`src/common/homing_pkg.sv`:
```
package homing_pkg;
   // apb register byte offsets
   localparam logic [7:0] ctrl_addr    = 8'h00;
   localparam logic [7:0] method_addr  = 8'h04;
   localparam logic [7:0] status_addr  = 8'h08;
   localparam logic [7:0] shift_addr   = 8'h0c;
   localparam logic [7:0] warning_addr = 8'h10;
   // control word fields
   localparam int ctrl_start_bit = 4;
   // status word fields
   localparam int stat_target_bit = 10;
   localparam int stat_homed_bit  = 12;
   localparam int stat_busy_bit   = 0;
   localparam int stat_warn_bit   = 1;
   localparam int stat_swlim_bit  = 2;
   localparam int stat_dir_bit    = 3;
   localparam int stat_run_bit    = 4;
   // warning code for an unfinished homing return
   localparam logic [7:0] homing_incomplete_warning = 8'h5a;
   localparam logic [7:0] method_reset = 8'h23;
   localparam logic [31:0] shift_reset = 32'h0000_0000;
   localparam logic [31:0] unmapped_data = 32'h0000_0000;

   typedef enum logic [2:0] {
      ref_last_index = 3'h0,  // dog front edge, index before dog end
      ref_cradle     = 3'h1,  // dog front edge, index after dog
      ref_dog_front  = 3'h2,  // home on dog front edge
      ref_dog_shift  = 3'h3,  // dog front edge plus shift distance
      ref_index_only = 3'h4,  // first index pulse, creep start
      ref_here       = 3'h5,  // current position
      ref_invalid    = 3'h6
   } ref_kind_t;

   typedef enum logic [2:0] {
      st_idle   = 3'h0,
      st_seek   = 3'h1,
      st_on_dog = 3'h2,
      st_index  = 3'h3,
      st_shift  = 3'h4,
      st_done   = 3'h5,
      st_fail   = 3'h6
   } state_t;
endpackage : homing_pkg

```
`src/common/method_if.sv`:
```
`timescale 1ns/100ps
interface method_if;
   logic [7:0]               method;
   homing_pkg::ref_kind_t    kind;
   logic                     reverse_start;
   logic                     stroke_reverses;

   modport decoder (input method, output kind, output reverse_start, output stroke_reverses);
   modport user (output method, input kind, input reverse_start, input stroke_reverses);
endinterface : method_if

```
`src/hdl/homing_method_decoder.sv`:
```
`timescale 1ns/100ps
module homing_method_decoder
(
   method_if.decoder   mi
);
   wire is_3_6   = (mi.method >= 8'h03) && (mi.method <= 8'h06);
   wire is_7_12  = (mi.method == 8'h07) || (mi.method == 8'h08) ||
                   (mi.method == 8'h0b) || (mi.method == 8'h0c);
   wire is_19_22 = (mi.method >= 8'h13) && (mi.method <= 8'h16);
   wire is_23_28 = (mi.method == 8'h17) || (mi.method == 8'h18) ||
                   (mi.method == 8'h1b) || (mi.method == 8'h1c);
   wire is_idx   = (mi.method == 8'h21) || (mi.method == 8'h22);
   wire is_here  = (mi.method == 8'h23) || (mi.method == 8'h25);
   // odd methods use last-index / front-edge, even ones cradle / shift
   wire even_m   = ~mi.method[0];

   // kind selection
   assign mi.kind = (is_3_6 || is_7_12)   ? (even_m ? homing_pkg::ref_cradle
                                                    : homing_pkg::ref_last_index) :
                    is_19_22              ? (even_m ? homing_pkg::ref_dog_shift
                                                    : homing_pkg::ref_dog_front) :
                    is_23_28              ? (even_m ? homing_pkg::ref_dog_shift
                                                    : homing_pkg::ref_dog_front) :
                    is_idx                ? homing_pkg::ref_index_only :
                    is_here               ? homing_pkg::ref_here :
                                            homing_pkg::ref_invalid;

   // reversed start: 5,6,11,12,21,22,27,28,33
   assign mi.reverse_start = (mi.method == 8'h05) || (mi.method == 8'h06) ||
                             (mi.method == 8'h0b) || (mi.method == 8'h0c) ||
                             (mi.method == 8'h15) || (mi.method == 8'h16) ||
                             (mi.method == 8'h1b) || (mi.method == 8'h1c) ||
                             (mi.method == 8'h21);

   // 7-12, 23-28 and 33-34 turn round at a stroke end, the others alarm
   assign mi.stroke_reverses = is_7_12 || is_23_28 || is_idx;
endmodule : homing_method_decoder

```
`src/hdl/homing_sequencer.sv`:
```
`timescale 1ns/100ps
// Functional notes
// - methods 3 to 6 reference the dog front edge and home on the index pulse next to the dog.
// - method 3 is the last-index dog return and method 4 the cradle return, both going forward.
// - in methods 3 to 6 a stroke end during homing aborts with the homing-incomplete warning.
// - methods 5 and 6 act as 3 and 4 but start in the reverse direction.
// - methods 7, 8, 11, 12 reach the same home as 3 to 6 but turn back at a stroke end.
// - method 7 is last-index, 8 is forward cradle, and 11 and 12 mirror them in reverse.
// - methods 19 to 22 and 23, 24, 27, 28 repeat 3 to 6 and 7, 8, 11, 12 but set home on the dog, not on an index pulse.
// - methods 23 and 27 home on the dog front edge, forward and reverse.
// - methods 24 and 28 home at the front edge plus the home shift distance.
// - methods 33 and 34 home on the first index pulse, starting at creep speed.
// - method 34 goes forward and method 33 goes in reverse.
// - methods 35 and 37 take the present position at once, even with the servo off.
// - methods 19 and 21 mirror each other, as do 20 and 22.
// - the software position limit is off while a stroke-reversing method runs.
// - warning code 90 means that the homing return did not complete.
module homing_sequencer
#(
   parameter int pos_w = 32
)
(
   input  wire logic               clk,
   input  wire logic               rst,
   input  wire logic               psel,
   input  wire logic               penable,
   input  wire logic               pwrite,
   input  wire logic [7:0]         paddr,
   input  wire logic [31:0]        pwdata,
   output logic                    pready,
   output logic [31:0]             prdata,
   output logic                    pslverr,
   input  wire logic               index_pulse,
   input  wire logic               dog,
   input  wire logic               fwd_stroke_end,
   input  wire logic               rev_stroke_end,
   input  wire logic               servo_on,
   input  wire logic [pos_w-1:0]   position,
   output logic                    motion_request,
   output logic                    motion_reverse,
   output logic                    creep_speed,
   output logic                    soft_limit_enable,
   output logic                    home_set,
   output logic [pos_w-1:0]        home_position
);
   method_if mi ();

   logic [31:0]            ctrl;
   logic [7:0]             method;
   logic [31:0]            shift_dist;
   logic [7:0]             warning;
   logic                   target_reached;
   logic                   homing_attained;
   logic                   dir_rev;
   logic                   reversed_once;
   logic                   dog_d;
   logic                   idx_d;
   logic                   start_d;
   logic [pos_w-1:0]       front_pos;
   homing_pkg::state_t     state;
   homing_pkg::state_t     next_state;

   homing_method_decoder u_dec (.mi(mi.decoder));
   assign mi.method = method;

   // bus decode
   wire acc       = psel && penable;
   wire wr        = acc && pwrite;
   wire sel_ctrl  = (paddr == homing_pkg::ctrl_addr);
   wire sel_meth  = (paddr == homing_pkg::method_addr);
   wire sel_stat  = (paddr == homing_pkg::status_addr);
   wire sel_shift = (paddr == homing_pkg::shift_addr);
   wire sel_warn  = (paddr == homing_pkg::warning_addr);
   wire mapped    = sel_ctrl || sel_meth || sel_stat || sel_shift || sel_warn;

   wire busy = (state != homing_pkg::st_idle) && (state != homing_pkg::st_done) &&
               (state != homing_pkg::st_fail);

   logic [31:0] status_word;
   always_comb
   begin
      status_word = 32'h0000_0000;
      status_word[homing_pkg::stat_target_bit] = target_reached;
      status_word[homing_pkg::stat_homed_bit]  = homing_attained;
      status_word[homing_pkg::stat_busy_bit]   = busy;
      status_word[homing_pkg::stat_warn_bit]   = (warning != 8'h00);
      status_word[homing_pkg::stat_swlim_bit]  = soft_limit_enable;
      status_word[homing_pkg::stat_dir_bit]    = dir_rev;
      status_word[homing_pkg::stat_run_bit]    = motion_request;
   end

   wire [31:0] rd_mux = sel_ctrl  ? ctrl :
                        sel_meth  ? {24'h00_0000, method} :
                        sel_stat  ? status_word :
                        sel_shift ? shift_dist :
                        sel_warn  ? {24'h00_0000, warning} :
                                    homing_pkg::unmapped_data;

   assign pready  = 1'b1;
   assign pslverr = acc && !mapped;

   always_ff @(posedge clk)
   begin
      if (rst)
         prdata <= 32'h0000_0000;
      else if (psel && !penable && !pwrite)
         prdata <= rd_mux;
   end

   // method may change only while not busy, so a running sequence is stable
   always_ff @(posedge clk)
   begin
      if (rst)
      begin
         ctrl       <= 32'h0000_0000;
         method     <= homing_pkg::method_reset;
         shift_dist <= homing_pkg::shift_reset;
      end
      else if (wr)
      begin
         if (sel_ctrl)
            ctrl <= pwdata;
         if (sel_meth && !busy)
            method <= pwdata[7:0];
         if (sel_shift)
            shift_dist <= pwdata;
      end
   end

   wire start_bit  = ctrl[homing_pkg::ctrl_start_bit];
   wire start_rise = start_bit && !start_d;
   wire dog_front  = dog && !dog_d;
   wire dog_rear   = !dog && dog_d;
   wire idx_rise   = index_pulse && !idx_d;
   wire stroke_hit = dir_rev ? rev_stroke_end : fwd_stroke_end;
   wire stroke_rev = mi.stroke_reverses;
   wire here_kind  = (mi.kind == homing_pkg::ref_here);
   wire [pos_w-1:0] travelled = dir_rev ? (front_pos - position) : (position - front_pos);
   wire shift_met  = (travelled >= shift_dist[pos_w-1:0]);
   wire may_start  = servo_on || here_kind;

   always_comb
   begin
      next_state = state;
      case (state)
         homing_pkg::st_idle, homing_pkg::st_done, homing_pkg::st_fail:
            if (start_rise && mi.kind != homing_pkg::ref_invalid && may_start)
            begin
               if (here_kind)
                  next_state = homing_pkg::st_done;
               else if (mi.kind == homing_pkg::ref_index_only)
                  next_state = homing_pkg::st_index;
               else
                  next_state = homing_pkg::st_seek;
            end
            else if (start_rise)
               next_state = homing_pkg::st_fail;
         homing_pkg::st_seek:
            if (stroke_hit && !stroke_rev)
               next_state = homing_pkg::st_fail;
            else if (dog_front)
            begin
               if (mi.kind == homing_pkg::ref_dog_front)
                  next_state = homing_pkg::st_done;
               else if (mi.kind == homing_pkg::ref_dog_shift)
                  next_state = homing_pkg::st_shift;
               else
                  next_state = homing_pkg::st_on_dog;
            end
         homing_pkg::st_on_dog:
            if (stroke_hit && !stroke_rev)
               next_state = homing_pkg::st_fail;
            else if (mi.kind == homing_pkg::ref_last_index && idx_rise)
               next_state = homing_pkg::st_done;
            else if (mi.kind == homing_pkg::ref_cradle && dog_rear)
               next_state = homing_pkg::st_index;
            else if (mi.kind == homing_pkg::ref_last_index && dog_rear)
               next_state = homing_pkg::st_fail;
         homing_pkg::st_index:
            if (stroke_hit && !stroke_rev)
               next_state = homing_pkg::st_fail;
            else if (idx_rise)
               next_state = homing_pkg::st_done;
         homing_pkg::st_shift:
            if (stroke_hit && !stroke_rev)
               next_state = homing_pkg::st_fail;
            else if (shift_met)
               next_state = homing_pkg::st_done;
         default:
            next_state = homing_pkg::st_idle;
      endcase
      // dropping the start bit or the servo stops a moving sequence
      if (busy && (!start_bit || !servo_on))
         next_state = homing_pkg::st_fail;
   end

   wire begin_run  = !busy && (next_state != homing_pkg::st_idle) &&
                     (next_state != homing_pkg::st_done) && (next_state != homing_pkg::st_fail);
   // a fresh current-position start re-homes even from the done state
   wire enter_done = (next_state == homing_pkg::st_done) &&
                     ((state != homing_pkg::st_done) || start_rise);
   wire enter_fail = (next_state == homing_pkg::st_fail) && (state != homing_pkg::st_fail);

   always_ff @(posedge clk)
   begin
      if (rst)
      begin
         state   <= homing_pkg::st_idle;
         dog_d   <= 1'b0;
         idx_d   <= 1'b0;
         start_d <= 1'b0;
      end
      else
      begin
         state   <= next_state;
         dog_d   <= dog;
         idx_d   <= index_pulse;
         start_d <= start_bit;
      end
   end

   // direction: start side from the method, flip once at a stroke end
   always_ff @(posedge clk)
   begin
      if (rst)
      begin
         dir_rev       <= 1'b0;
         reversed_once <= 1'b0;
      end
      else if (begin_run)
      begin
         dir_rev       <= mi.reverse_start;
         reversed_once <= 1'b0;
      end
      else if (busy && stroke_hit && stroke_rev && !reversed_once)
      begin
         dir_rev       <= !dir_rev;
         reversed_once <= 1'b1;
      end
   end

   always_ff @(posedge clk)
   begin
      if (rst)
         front_pos <= '0;
      else if (state == homing_pkg::st_seek && dog_front)
         front_pos <= position;
   end

   // completion flags; a new start clears them on the same edge as the run begins
   always_ff @(posedge clk)
   begin
      if (rst)
      begin
         target_reached  <= 1'b0;
         homing_attained <= 1'b0;
         warning         <= 8'h00;
         home_set        <= 1'b0;
         home_position   <= '0;
      end
      else
      begin
         home_set <= enter_done;
         if (enter_done)
         begin
            target_reached  <= 1'b1;
            homing_attained <= 1'b1;
            home_position   <= position;
            warning         <= 8'h00;
         end
         else if (enter_fail)
         begin
            target_reached  <= 1'b1;
            homing_attained <= 1'b0;
            warning         <= homing_pkg::homing_incomplete_warning;
         end
         else if (begin_run)
         begin
            target_reached  <= 1'b0;
            homing_attained <= 1'b0;
            warning         <= 8'h00;
         end
      end
   end

   always_ff @(posedge clk)
   begin
      if (rst)
      begin
         motion_request    <= 1'b0;
         motion_reverse    <= 1'b0;
         creep_speed       <= 1'b0;
         soft_limit_enable <= 1'b1;
      end
      else
      begin
         motion_request    <= busy;
         motion_reverse    <= dir_rev;
         // creep from the start for index-only, after the dog otherwise
         creep_speed       <= busy && (state != homing_pkg::st_seek);
         soft_limit_enable <= !(busy && stroke_rev);
      end
   end
endmodule : homing_sequencer

```
`config.mk`:
```
export PLATFORM = sky130hd
export DESIGN_NAME = homing_sequencer
export DESIGN_NICKNAME = d
export VERILOG_FILES = /design/src/common/homing_pkg.sv /design/src/common/method_if.sv /design/src/hdl/homing_method_decoder.sv /design/src/hdl/homing_sequencer.sv
export SDC_FILE = /design/constraint.sdc
export NUM_CORES = 1
export LEC_CHECK = 0
export ABC_AREA = 0
export BUFFER_PORTS_ARGS = -buffer_cell sky130_fd_sc_hd__buf_2
export CAP_MARGIN = 10
export CORE_UTILIZATION = 43
export DETAILED_ROUTE_END_ITERATION = 10
export PLACE_DENSITY_LB_ADDON = 0.2
export SLEW_MARGIN = 10
export SYNTH_ARGS = -nofsm -noshare
export SYNTH_HDL_FRONTEND = slang
export SYNTH_SLANG_ARGS = --single-unit
```
`constraint.sdc`:
```
create_clock -name clk -period 11.2 [get_ports clk]
set_clock_uncertainty 0.2 [all_clocks]
set_input_delay 0.56 -clock clk [delete_from_list [all_inputs] [get_ports clk]]
set_output_delay 0.56 -clock clk [all_outputs]
set_load 0.05 [all_outputs]
```
* Yosys cells after proc, flatten, opt, wreduce, memory -nomap -nowiden
Index checks and enable logic that the tools add are counted.
** Word-level totals
- Bits in registers :: 187
- Input port bits :: 82
- Output and inout port bits :: 71
** Cells by class
- Eq/ne operators :: 39
- Magnitude comparators :: 5
- Muxes and demuxes :: 41
- Reductions and logical operators :: 87
- Add/sub/neg operators :: 2
** Operators with widths (number)
- $mux 32 :: 5
- $sub 32x32->32 :: 2
- $mux 3 :: 20
- $eq 8x5->1 const B :: 7
- $eq 8x4->1 const B :: 5
- $eq 8x3->1 const B :: 4
- $eq 8x6->1 const B :: 4
- $ge 32x32->1 :: 1
- $logic_and 1x1->1 :: 32
- $logic_or 1x1->1 :: 26
- $eq 3x3->1 const B :: 7
- $mux 7 :: 3
- $ne 3x3->1 const B :: 5
- $pmux 3 s5 :: 1
- $logic_not 1->1 :: 14
- $eq 3x2->1 const B :: 4
- $mux 1 :: 10
- $reduce_bool 3->1 :: 3
- $ge 8x2->1 const B :: 1
- $ge 8x5->1 const B :: 1
- $le 8x3->1 const B :: 1
- $le 8x5->1 const B :: 1
- $logic_not 8->1 :: 1
- $reduce_bool 8->1 :: 1
- other kinds (8) :: 15

* Depth between registers and ports, before layout
Gate-level depths: netlist of the first run.
- Depth in word-level cells :: 22
- Gate-level depth with buffers :: 22
- Gate-level depth less buffers :: 21

* By module
From an unflattened synthesis of the first run, not the netlist that was laid out.
** Unflattened totals
- Cell total of the unflattened synthesis :: 1579
- Area, all modules :: 11930.2 um2
** Modules (own cells, without submodules)
- homing_sequencer :: times used 1, area an instance 11661.2 um2, cells each 1547, seq. area each 3683.5 um2
- homing_method_decoder :: times used 1, area an instance 269.0 um2, cells each 32, seq. area each 0.0 um2

* Worst setup path before layout of the first run
OpenSTA, ideal clock, no wires.
- Path kind :: in2reg
- From :: input port position[10]
- To :: register home_position[17]
- Arrival :: 4.628 ns
- Setup time :: 0.071 ns
- Stages :: 21
- Path buffers :: 2
- Path slack :: 6.301 ns
- Required time :: 10.929 ns
- Cell sequence :: inv_1 > ha_1 > clkbuf_1 > a21o_1 > a2111oi_0 > nand2_1 > nor3_1 > a211o_1 > o31a_1 > o21ai_0 > o311ai_0 > ha_1 > a21oi_1 > o21ai_0 > a221oi_1 > o32a_1 > o211ai_2 > a221oi_4 > buf_6 > o21ai_2 > a21oi_2
** Between the ends
- Longest elaborated chain between the ends :: 9
- Elaborated cells on any way between the ends :: 10
- Classes of those cells :: add/sub (2); order compare (1); eq/ne (1); mux (5); reduce/logical (1)
** Ends and longest elaborated chain
- from (decl) :: RTL line homing_sequencer.sv:38 : input wire logic [pos_w-1:0] position,
- $sub 32x32->32 :: RTL line homing_sequencer.sv:138 : wire [pos_w-1:0] travelled = dir_rev ? (front_pos - position) : (position - front_pos);
- $mux 32 (*) :: RTL line homing_sequencer.sv:138
- $ge 32x32->1 (*) :: RTL line homing_sequencer.sv:139 : wire shift_met = (travelled >= shift_dist[pos_w-1:0]);
- $mux 3 (*) :: RTL line homing_sequencer.sv:187 : else if (shift_met)
- $mux 3 (*) :: RTL line homing_sequencer.sv:185 : if (stroke_hit && !stroke_rev)
- $pmux 3 s5 (*) :: RTL line homing_sequencer.sv:145 : case (state)
- $mux 3 (*) :: RTL line homing_sequencer.sv:193 : if (busy && (!start_bit || !servo_on))
- $eq 3x3->1 (*) :: RTL line homing_sequencer.sv:200 : wire enter_done = (next_state == homing_pkg::st_done) &&
- $logic_and 1x1->1 (*) :: RTL line homing_sequencer.sv:200
- to (signal assigned) :: RTL line homing_sequencer.sv:268 : home_position <= position;
- to (decl) :: RTL line homing_sequencer.sv:44 : output logic [pos_w-1:0] home_position
Mark *: on every way between the ends. The rest lies on a longest branch, timed or not.
A chain may end at the register's enable or synchronous reset.

* Worst setup path after layout of the first run
- From :: register dir_rev
- To :: register home_position[0]
** Between the ends
- Longest elaborated chain between the ends :: 8
- Elaborated cells on any way between the ends :: 13
- Classes of those cells :: order compare (1); eq/ne (1); mux (9); reduce/logical (2)
** Ends and longest elaborated chain
- from (decl) :: RTL line homing_sequencer.sv:54 : logic dir_rev;
- from (signal assigned) :: RTL line homing_sequencer.sv:232 : dir_rev <= mi.reverse_start;
- from (signal assigned) :: RTL line homing_sequencer.sv:237 : dir_rev <= !dir_rev;
- $mux 32 :: RTL line homing_sequencer.sv:138
- $ge 32x32->1 :: RTL line homing_sequencer.sv:139
- $mux 3 :: RTL line homing_sequencer.sv:187
- $mux 3 :: RTL line homing_sequencer.sv:185
- $pmux 3 s5 (*) :: RTL line homing_sequencer.sv:145
- $mux 3 (*) :: RTL line homing_sequencer.sv:193
- $eq 3x3->1 (*) :: RTL line homing_sequencer.sv:200
- $logic_and 1x1->1 (*) :: RTL line homing_sequencer.sv:200
Marks and branches as above.

==> impl_metrics.yaml, run 1 <==
status:
  outcome: "finished, final reports clean"
setup_path:
  path_max_fanout: 49
  crit_path_start_kind: "flip-flop"
  cp.arrival_ns: 6.16
  path_class: "reg -> reg"
  cp.required_ns: 11.37
  critical_path.endpoint_type: "flip-flop"
route:
  viasPerCell: 5.59
  finalWirelength_um: 34000
  route.detailed.drc: 0
  ant_nets: 0
  dr.first_iter.drc_count: 848
  post_drt_wl_per_cell_um: 16.8
  vias: 11300
  drtPass1Iterations: 5
sta:
  slew_viol_final: 0
  tns_ns: 0
  hold_ws_ns: 0.149
  period_share_pct: 53.5
  tightest_slew_ns: 1.13
  rsz0062_at_grt: "no"
  setup_viol: 0
  relSlewSlack_pct: 24.6
  period_minus_slack_ns: 5.99
  final.setup.worst_slack_ns: 5.21
  hold_viol_final: 0
  fmax_mhz: 167
logic_synthesis:
  synth_seq_area_share_pct: 30.9
  synth.most_common_cell: "nand2_1"
  ys.warnings.count: 0
  synth_area_leaders: "dfxtp_1 (31%), ha_1 (9.9%), nand2_1 (8.3%), a21oi_1 (8.1%), inv_1 (3.7%)"
  synth_top_cell_area_share_pct: 30.9
  synth_commonest_cells: "nand2_1 (262), a21oi_1 (194), dfxtp_1 (184)"
  synth_cells: 1565
  synth-seq-cells: 184
  ys_async_sr_fraction_pct: 0
  avgSynthCellArea_um2: 7.61
  syn_area_um2: 11900
  post-synth-top-area-cell: "dfxtp_1"
  synth_ff_type: "dfxtp_1"
  ys_types: 85
  synth-edff-count: 0
  synth_nets: 1743
floorplanning:
  core_area_um2: 27100
  die-area_um2: 28400
  ios: 153
  start_util_pct: 44.0
  rows: 60
  die_w_um: 168
  die_h_um: 168
clock_network:
  cts_root_buffer: "clkbuf_16"
  cts_post_setup_buffers_inserted: 0
  cts_tree: "yes"
  ctsResizeCount: 0
  cts.reportedPaths.clkPinSlew_ns: 0.08
  cts_buffers: 17
  clock-sinks: 184
  htreeDepth: 4
  cts_hold_buffers: 0
  clk_path_buf_depth: 2
  clk_latency_ns: 0.45
global_routing:
  grt_max_degree: 103
  grt_util_all_layers_pct: 24.1
  grt_pass1_wl_um: 55400
  grt_pass1_vias: 10600
  overflow: 0
  antenna_found_initial: 1
pwr:
  power_frac_clock_pct: 34.0
  comb_power_share_pct: 28.6
  power_switching_mw: 0.759
  total_power_mw: 1.91
  powerDensity_nw_per_um2: 143
  p_leak_nw: 5.34
  p_int_mw: 1.15
  swShare_pct: 39.7
  pwr-share-seq_pct: 37.3
  ir_drop_uv: 109
placed_design:
  io_buffers: 151
  place.gp.congestion: 0.904
  hpwl_um: 24400
  dp_slack_ns: 5.14
  place_inst: 1995
final_layout:
  multiInputGateArea_um2: 7330
  nFillCells: 2727
  drive_gt1_share_pct: 15.7
  syn2layout_area_growth_pct: 12.5
  antenna_cells: 0
  layout.cells.non_filler: 2027
  final_net_count: 1820
  regArea_um2: 3680
flow_run:
  maxCapViolCount: 0
worst_hold_path:
  hold_path.class: "in -> reg"
## stage by stage
| step | utilization, % | cell area (um2) |
|---|---|---|
| after CTS | 49.5 | 13400 |
| after floorplan | - | 11900 |
| after global routing | 49.5 | 13400 |
| final | 49.5 | 13400 |
| after detailed placement | 47.1 | 12800 |
| after global placement | 47.1 | 12800 |
## metal layers
metal,vias to the layer above,global-route usage (%),part of all wire (%)
li1,5657,-,-
met1,5375,31.4,45
met2,269,41.5,49
met3,32,3.67,4.1
met4,0,5.81,1.4
met5,-,0,0
## registers in the layout, summed over array words and instances, names as in the netlist, 3 cells and up
signal / cells
ctrl: 32
front_pos: 32
home_position: 32
method: 8
prdata: 32
shift_dist: 32
state: 3
## placed cells by master (no fill, tap or decap), drive strengths merged, types with 5 or more instances in the layout
cell and instances:
a2111oi 5, a211o 5, a211oi 15, a21boi 5, a21o 48, a21oi 213, a221oi 29, a311oi 5
a31oi 21, and2 7, and4 6, buf 163, clkbuf 17, dfxtp 184, ha 94, inv 129
mux2i 15, nand2 262, nand2b 6, nand3 48, nand4 20, nor2 85, nor2b 15, nor3 43
o211ai 11, o21a 5, o21ai 76, o21bai 8, o31ai 5, or3 9, or4 5, xnor2 14
xor2 17
## worst max-delay path: stages, from the launching register on
cell	delay, ns
dfxtp_1	0.31
buf_4	0.42
inv_1	0.46
a2111oi_0	0.60
nand2_1	0.11
nor3_1	0.18
a211o_1	0.21
o31a_1	0.26
o21ai_0	0.17
o311ai_0	0.37
ha_1	0.32
a21oi_1	0.14
o21ai_0	0.09
a221oi_1	0.46
o32a_1	0.26
o211ai_2	0.14
a221oi_4	0.29
buf_4	0.48
o21ai_0	0.19
a21oi_1	0.16
## worst paths after layout
kind	cells after the start	to	slack (ns)	startpoint
max	19	home_position[0]	5.21	dir_rev
min	2	idx_d	0.15	index_pulse
max reg2reg	19	home_position[0]	5.21	dir_rev
min reg2reg	2	prdata[4]	0.25	prdata[4]
## power groups by stage
stage	clock, mW	sequential [mW]	combinational, mW
detailed placement	0	0.728	0.546
finish	0.651	0.714	0.548
CTS	0.661	0.713	0.548
global route	0.690	0.718	0.599
floorplan	0	0.780	0.366
global placement	0	0.729	0.540
## cell type report
type | count | area share (%)
Multi-Input combinational cell | 1157 | 54.7
Sequential cell | 184 | 27.5
Timing Repair Buffer | 163 | 6.36
Tap cell | 372 | 3.47
Inverter | 119 | 3.33
Clock buffer | 17 | 3.17
Clock inverter | 15 | 1.52
## cells by family after synthesis
| family | after synthesis | synth area share, % |
|---|---|---|
| AND/OR/NAND/NOR | 524 | 19.9 |
| AO/OA/AOI/OAI | 487 | 27.4 |
| XOR/XNOR | 31 | 2.28 |
| adder cells (fa/ha/maj) | 96 | 10.2 |
| other | 1 | 0.0315 |
| flip-flops | 184 | 30.9 |
| multiplexers | 18 | 1.54 |
| buffers and inverters | 224 | 7.72 |
Power figures use the tool's default switching activity.
==> inputs of run 2 (changes only) <==
==> constraint.sdc (replaced) <==
create_clock -name clk -period 5.8 [get_ports clk]
set_clock_uncertainty 0.2 [all_clocks]
set_input_delay 0.29 -clock clk [delete_from_list [all_inputs] [get_ports clk]]
set_output_delay 0.29 -clock clk [all_outputs]
set_load 0.05 [all_outputs]
==> run 2 against run 1 <==
  * Combinational power rose by 100%
  * Utilization rose by 2.8 points
  * Sequential power rose by 93%
  * Die area did not move
  * Via count rose by 2.7%
  * Cell area rose by 5.8%
  * Sequential share of layout area fell by 1.5 points
  * Clock power rose by 97%
==> impl_metrics.yaml, run 2 (synthesized netlist as in run 1, its figures left out) <==
status:
  outcome: "finished, final reports clean"
sta:
  fmax_mhz: 186
  period_share_pct: 92.9
  tightest_slew_ns: 1.16
  slew_viol_final: 0
  rsz0062_at_grt: "no"
  setup_viol: 0
  period_minus_slack_ns: 5.39
  tns_ns: 0
  relSlewSlack_pct: 22.7
  hold_viol_final: 0
placed_design:
  io_buffers: 151
  place.gp.congestion: 0.912
  hpwl_um: 24400
route:
  finalWirelength_um: 34700
  vias: 11600
  dr.first_iter.drc_count: 886
  route.detailed.drc: 0
  post_drt_wl_per_cell_um: 16.5
  ant_nets: 0
  drtPass1Iterations: 5
  viasPerCell: 5.55
floorplanning:
  core_area_um2: 27100
  die-area_um2: 28400
  die_h_um: 168
  rows: 60
  start_util_pct: 44.0
  ios: 153
  die_w_um: 168
worst_hold_path:
  worstHoldStart: "rev_stroke_end"
  min_path_cells: 4
  whs_endpoint: "dir_rev"
  hold_path.class: "in -> reg"
final_layout:
  final_net_count: 1890
  final_common_cell: "nand2_1"
  final_core_util_pct: 52.3
  layout_common_cells: "nand2_1 (262), a21oi_1 (194), dfxtp_1 (184)"
  syn2layout_area_growth_pct: 19.0
  drive_gt1_share_pct: 15.4
  antenna_cells: 0
pwr:
  ir_drop_uv: 227
  pwr-share-seq_pct: 36.5
  power_switching_mw: 1.46
  p_int_mw: 2.32
  p_leak_nw: 5.67
  comb_power_share_pct: 29.6
  powerDensity_nw_per_um2: 267
  power_frac_clock_pct: 33.9
  swShare_pct: 38.7
setup_path:
  cp.arrival_ns: 5.47
  r2r.worst_path.cells: 20
  r2r_end: "home_position[16]"
  max_stage_delay_ns: 0.62
  path_class: "in -> reg"
  path_max_fanout: 33
  cp.required_ns: 5.88
  cp_cell_sequence: "dlygate4sd3_1 > buf_2 > inv_1 > ha_1 > a21o_1 > a2111oi_1 > nand2_1 > nor3_1 > a211o_1 > o31a_1 > o21ai_0 > o311ai_1 > ha_1 > a21oi_1 > o21ai_0 > a221oi_1 > o32a_1 > o211ai_2 > a221o_4 > nand3_1 > a21oi_2"
  path_buf_inv: 3
  critical_path.endpoint_type: "flip-flop"
  regToRegSetupSlack_ns: 0.65
  critPathSlowestCell: "a221o_4"
  rr_startpoint: "front_pos[0]"
  crit_path_start_kind: "input port"
  crit_family: "compound AO/OA/AOI/OAI gates"
clock_network:
  cts_root_buffer: "clkbuf_16"
  cts_tree: "yes"
  htreeDepth: 4
  cts_buffers: 17
  clk_path_buf_depth: 2
  cts.reportedPaths.clkPinSlew_ns: 0.08
  clock-sinks: 184
  clk_latency_ns: 0.45
global_routing:
  overflow: 0
  grt_pass1_vias: 10800
  grt_util_all_layers_pct: 24.3
  antenna_found_initial: 0
  grt_max_degree: 104
  grt_pass1_wl_um: 55800
flow_run:
  maxCapViolCount: 0
[run 2: final cells by class]
class                   instances  area [um2]
clock buffers                  17         425
clock inverters                15         228
fillers                      2672       12900
inverters                     119         447
multi-input cells            1157        7350
flip-flops and latches        184        3680
well taps                     372         465
repair buffers                233        1570
[run 2: power by group through the flow]
stage / Combinational [mW] / Sequential, mW / Clock [mW]
finish: 1.12 / 1.38 / 1.28
global route: 1.22 / 1.39 / 1.36
CTS: 1.10 / 1.38 / 1.31
detailed placement: 1.06 / 1.41 / 0
global placement: 1.04 / 1.41 / 0
floorplan: 0.707 / 1.51 / 0
[run 2: what timing repair did]
item / in CTS / in global routing
resized for setup: 0 / 7
hold buffers: 66 / 0
endpoints found under the setup margin: 0 / 36
setup buffers: 0 / 2
hold endpoints to repair: 138 / 0
[run 2: stage by stage]
stage | hold slack [ns] | total power [mW] | cell area [um2] | std cells | setup slack (ns)
after floorplan | 0.218 | 2.21 | 11900 | 1565 | 1.17
after global placement | 0.241 | 2.45 | 12800 | 1996 | 0.390
after detailed placement | 0.243 | 2.47 | 12800 | 1996 | 0.196
after CTS | 0.0251 | 3.78 | 14100 | 2094 | 0.107
after global routing | 0.0503 | 3.97 | 14200 | 2097 | 0.0260
final | 0.0558 | 3.78 | 14200 | 2097 | 0.414
[run 2: how the worst max path moves through the flow]
| stage | endpoint | from | cells past startpoint | slack [ns] |
|---|---|---|---|---|
| after floorplan | home_position[17] | position[10] | 21 | 1.17 |
| after global placement | home_position[14] | position[10] | 20 | 0.39 |
| after detailed placement | home_position[15] | position[10] | 20 | 0.20 |
| after CTS | home_position[15] | position[10] | 21 | 0.11 |
| after global routing | homing_attained | position[10] | 23 | 0.03 |
| final | home_position[16] | position[10] | 21 | 0.41 |
[run 2: worst reg2reg max path: stages (launching register included)]
cell and delay [ns]:
dfxtp_1 0.36, ha_1 0.19, inv_1 0.06, fa_1 0.39
a21o_1 0.19, a211oi_1 0.32, o21ai_1 0.19, a21boi_0 0.27
or4_1 0.18, nand3_1 0.20, a31oi_1 0.28, xnor2_1 0.15
ha_1 0.28, a21oi_1 0.14, nand2_1 0.08, a221oi_1 0.27
o32a_1 0.22, o211ai_2 0.14, a221o_4 0.62, nand3_1 0.20
a21oi_2 0.07
[run 2: per-layer routing]
| layer | global-route usage, % | part of all wire, % | vias to the layer above |
|---|---|---|---|
| met5 | 0 | 0 | - |
| met1 | 31.5 | 46 | 5518 |
| li1 | - | - | 5782 |
| met2 | 42.4 | 48 | 288 |
| met4 | 6.40 | 1.9 | 0 |
| met3 | 2.92 | 3.6 | 46 |
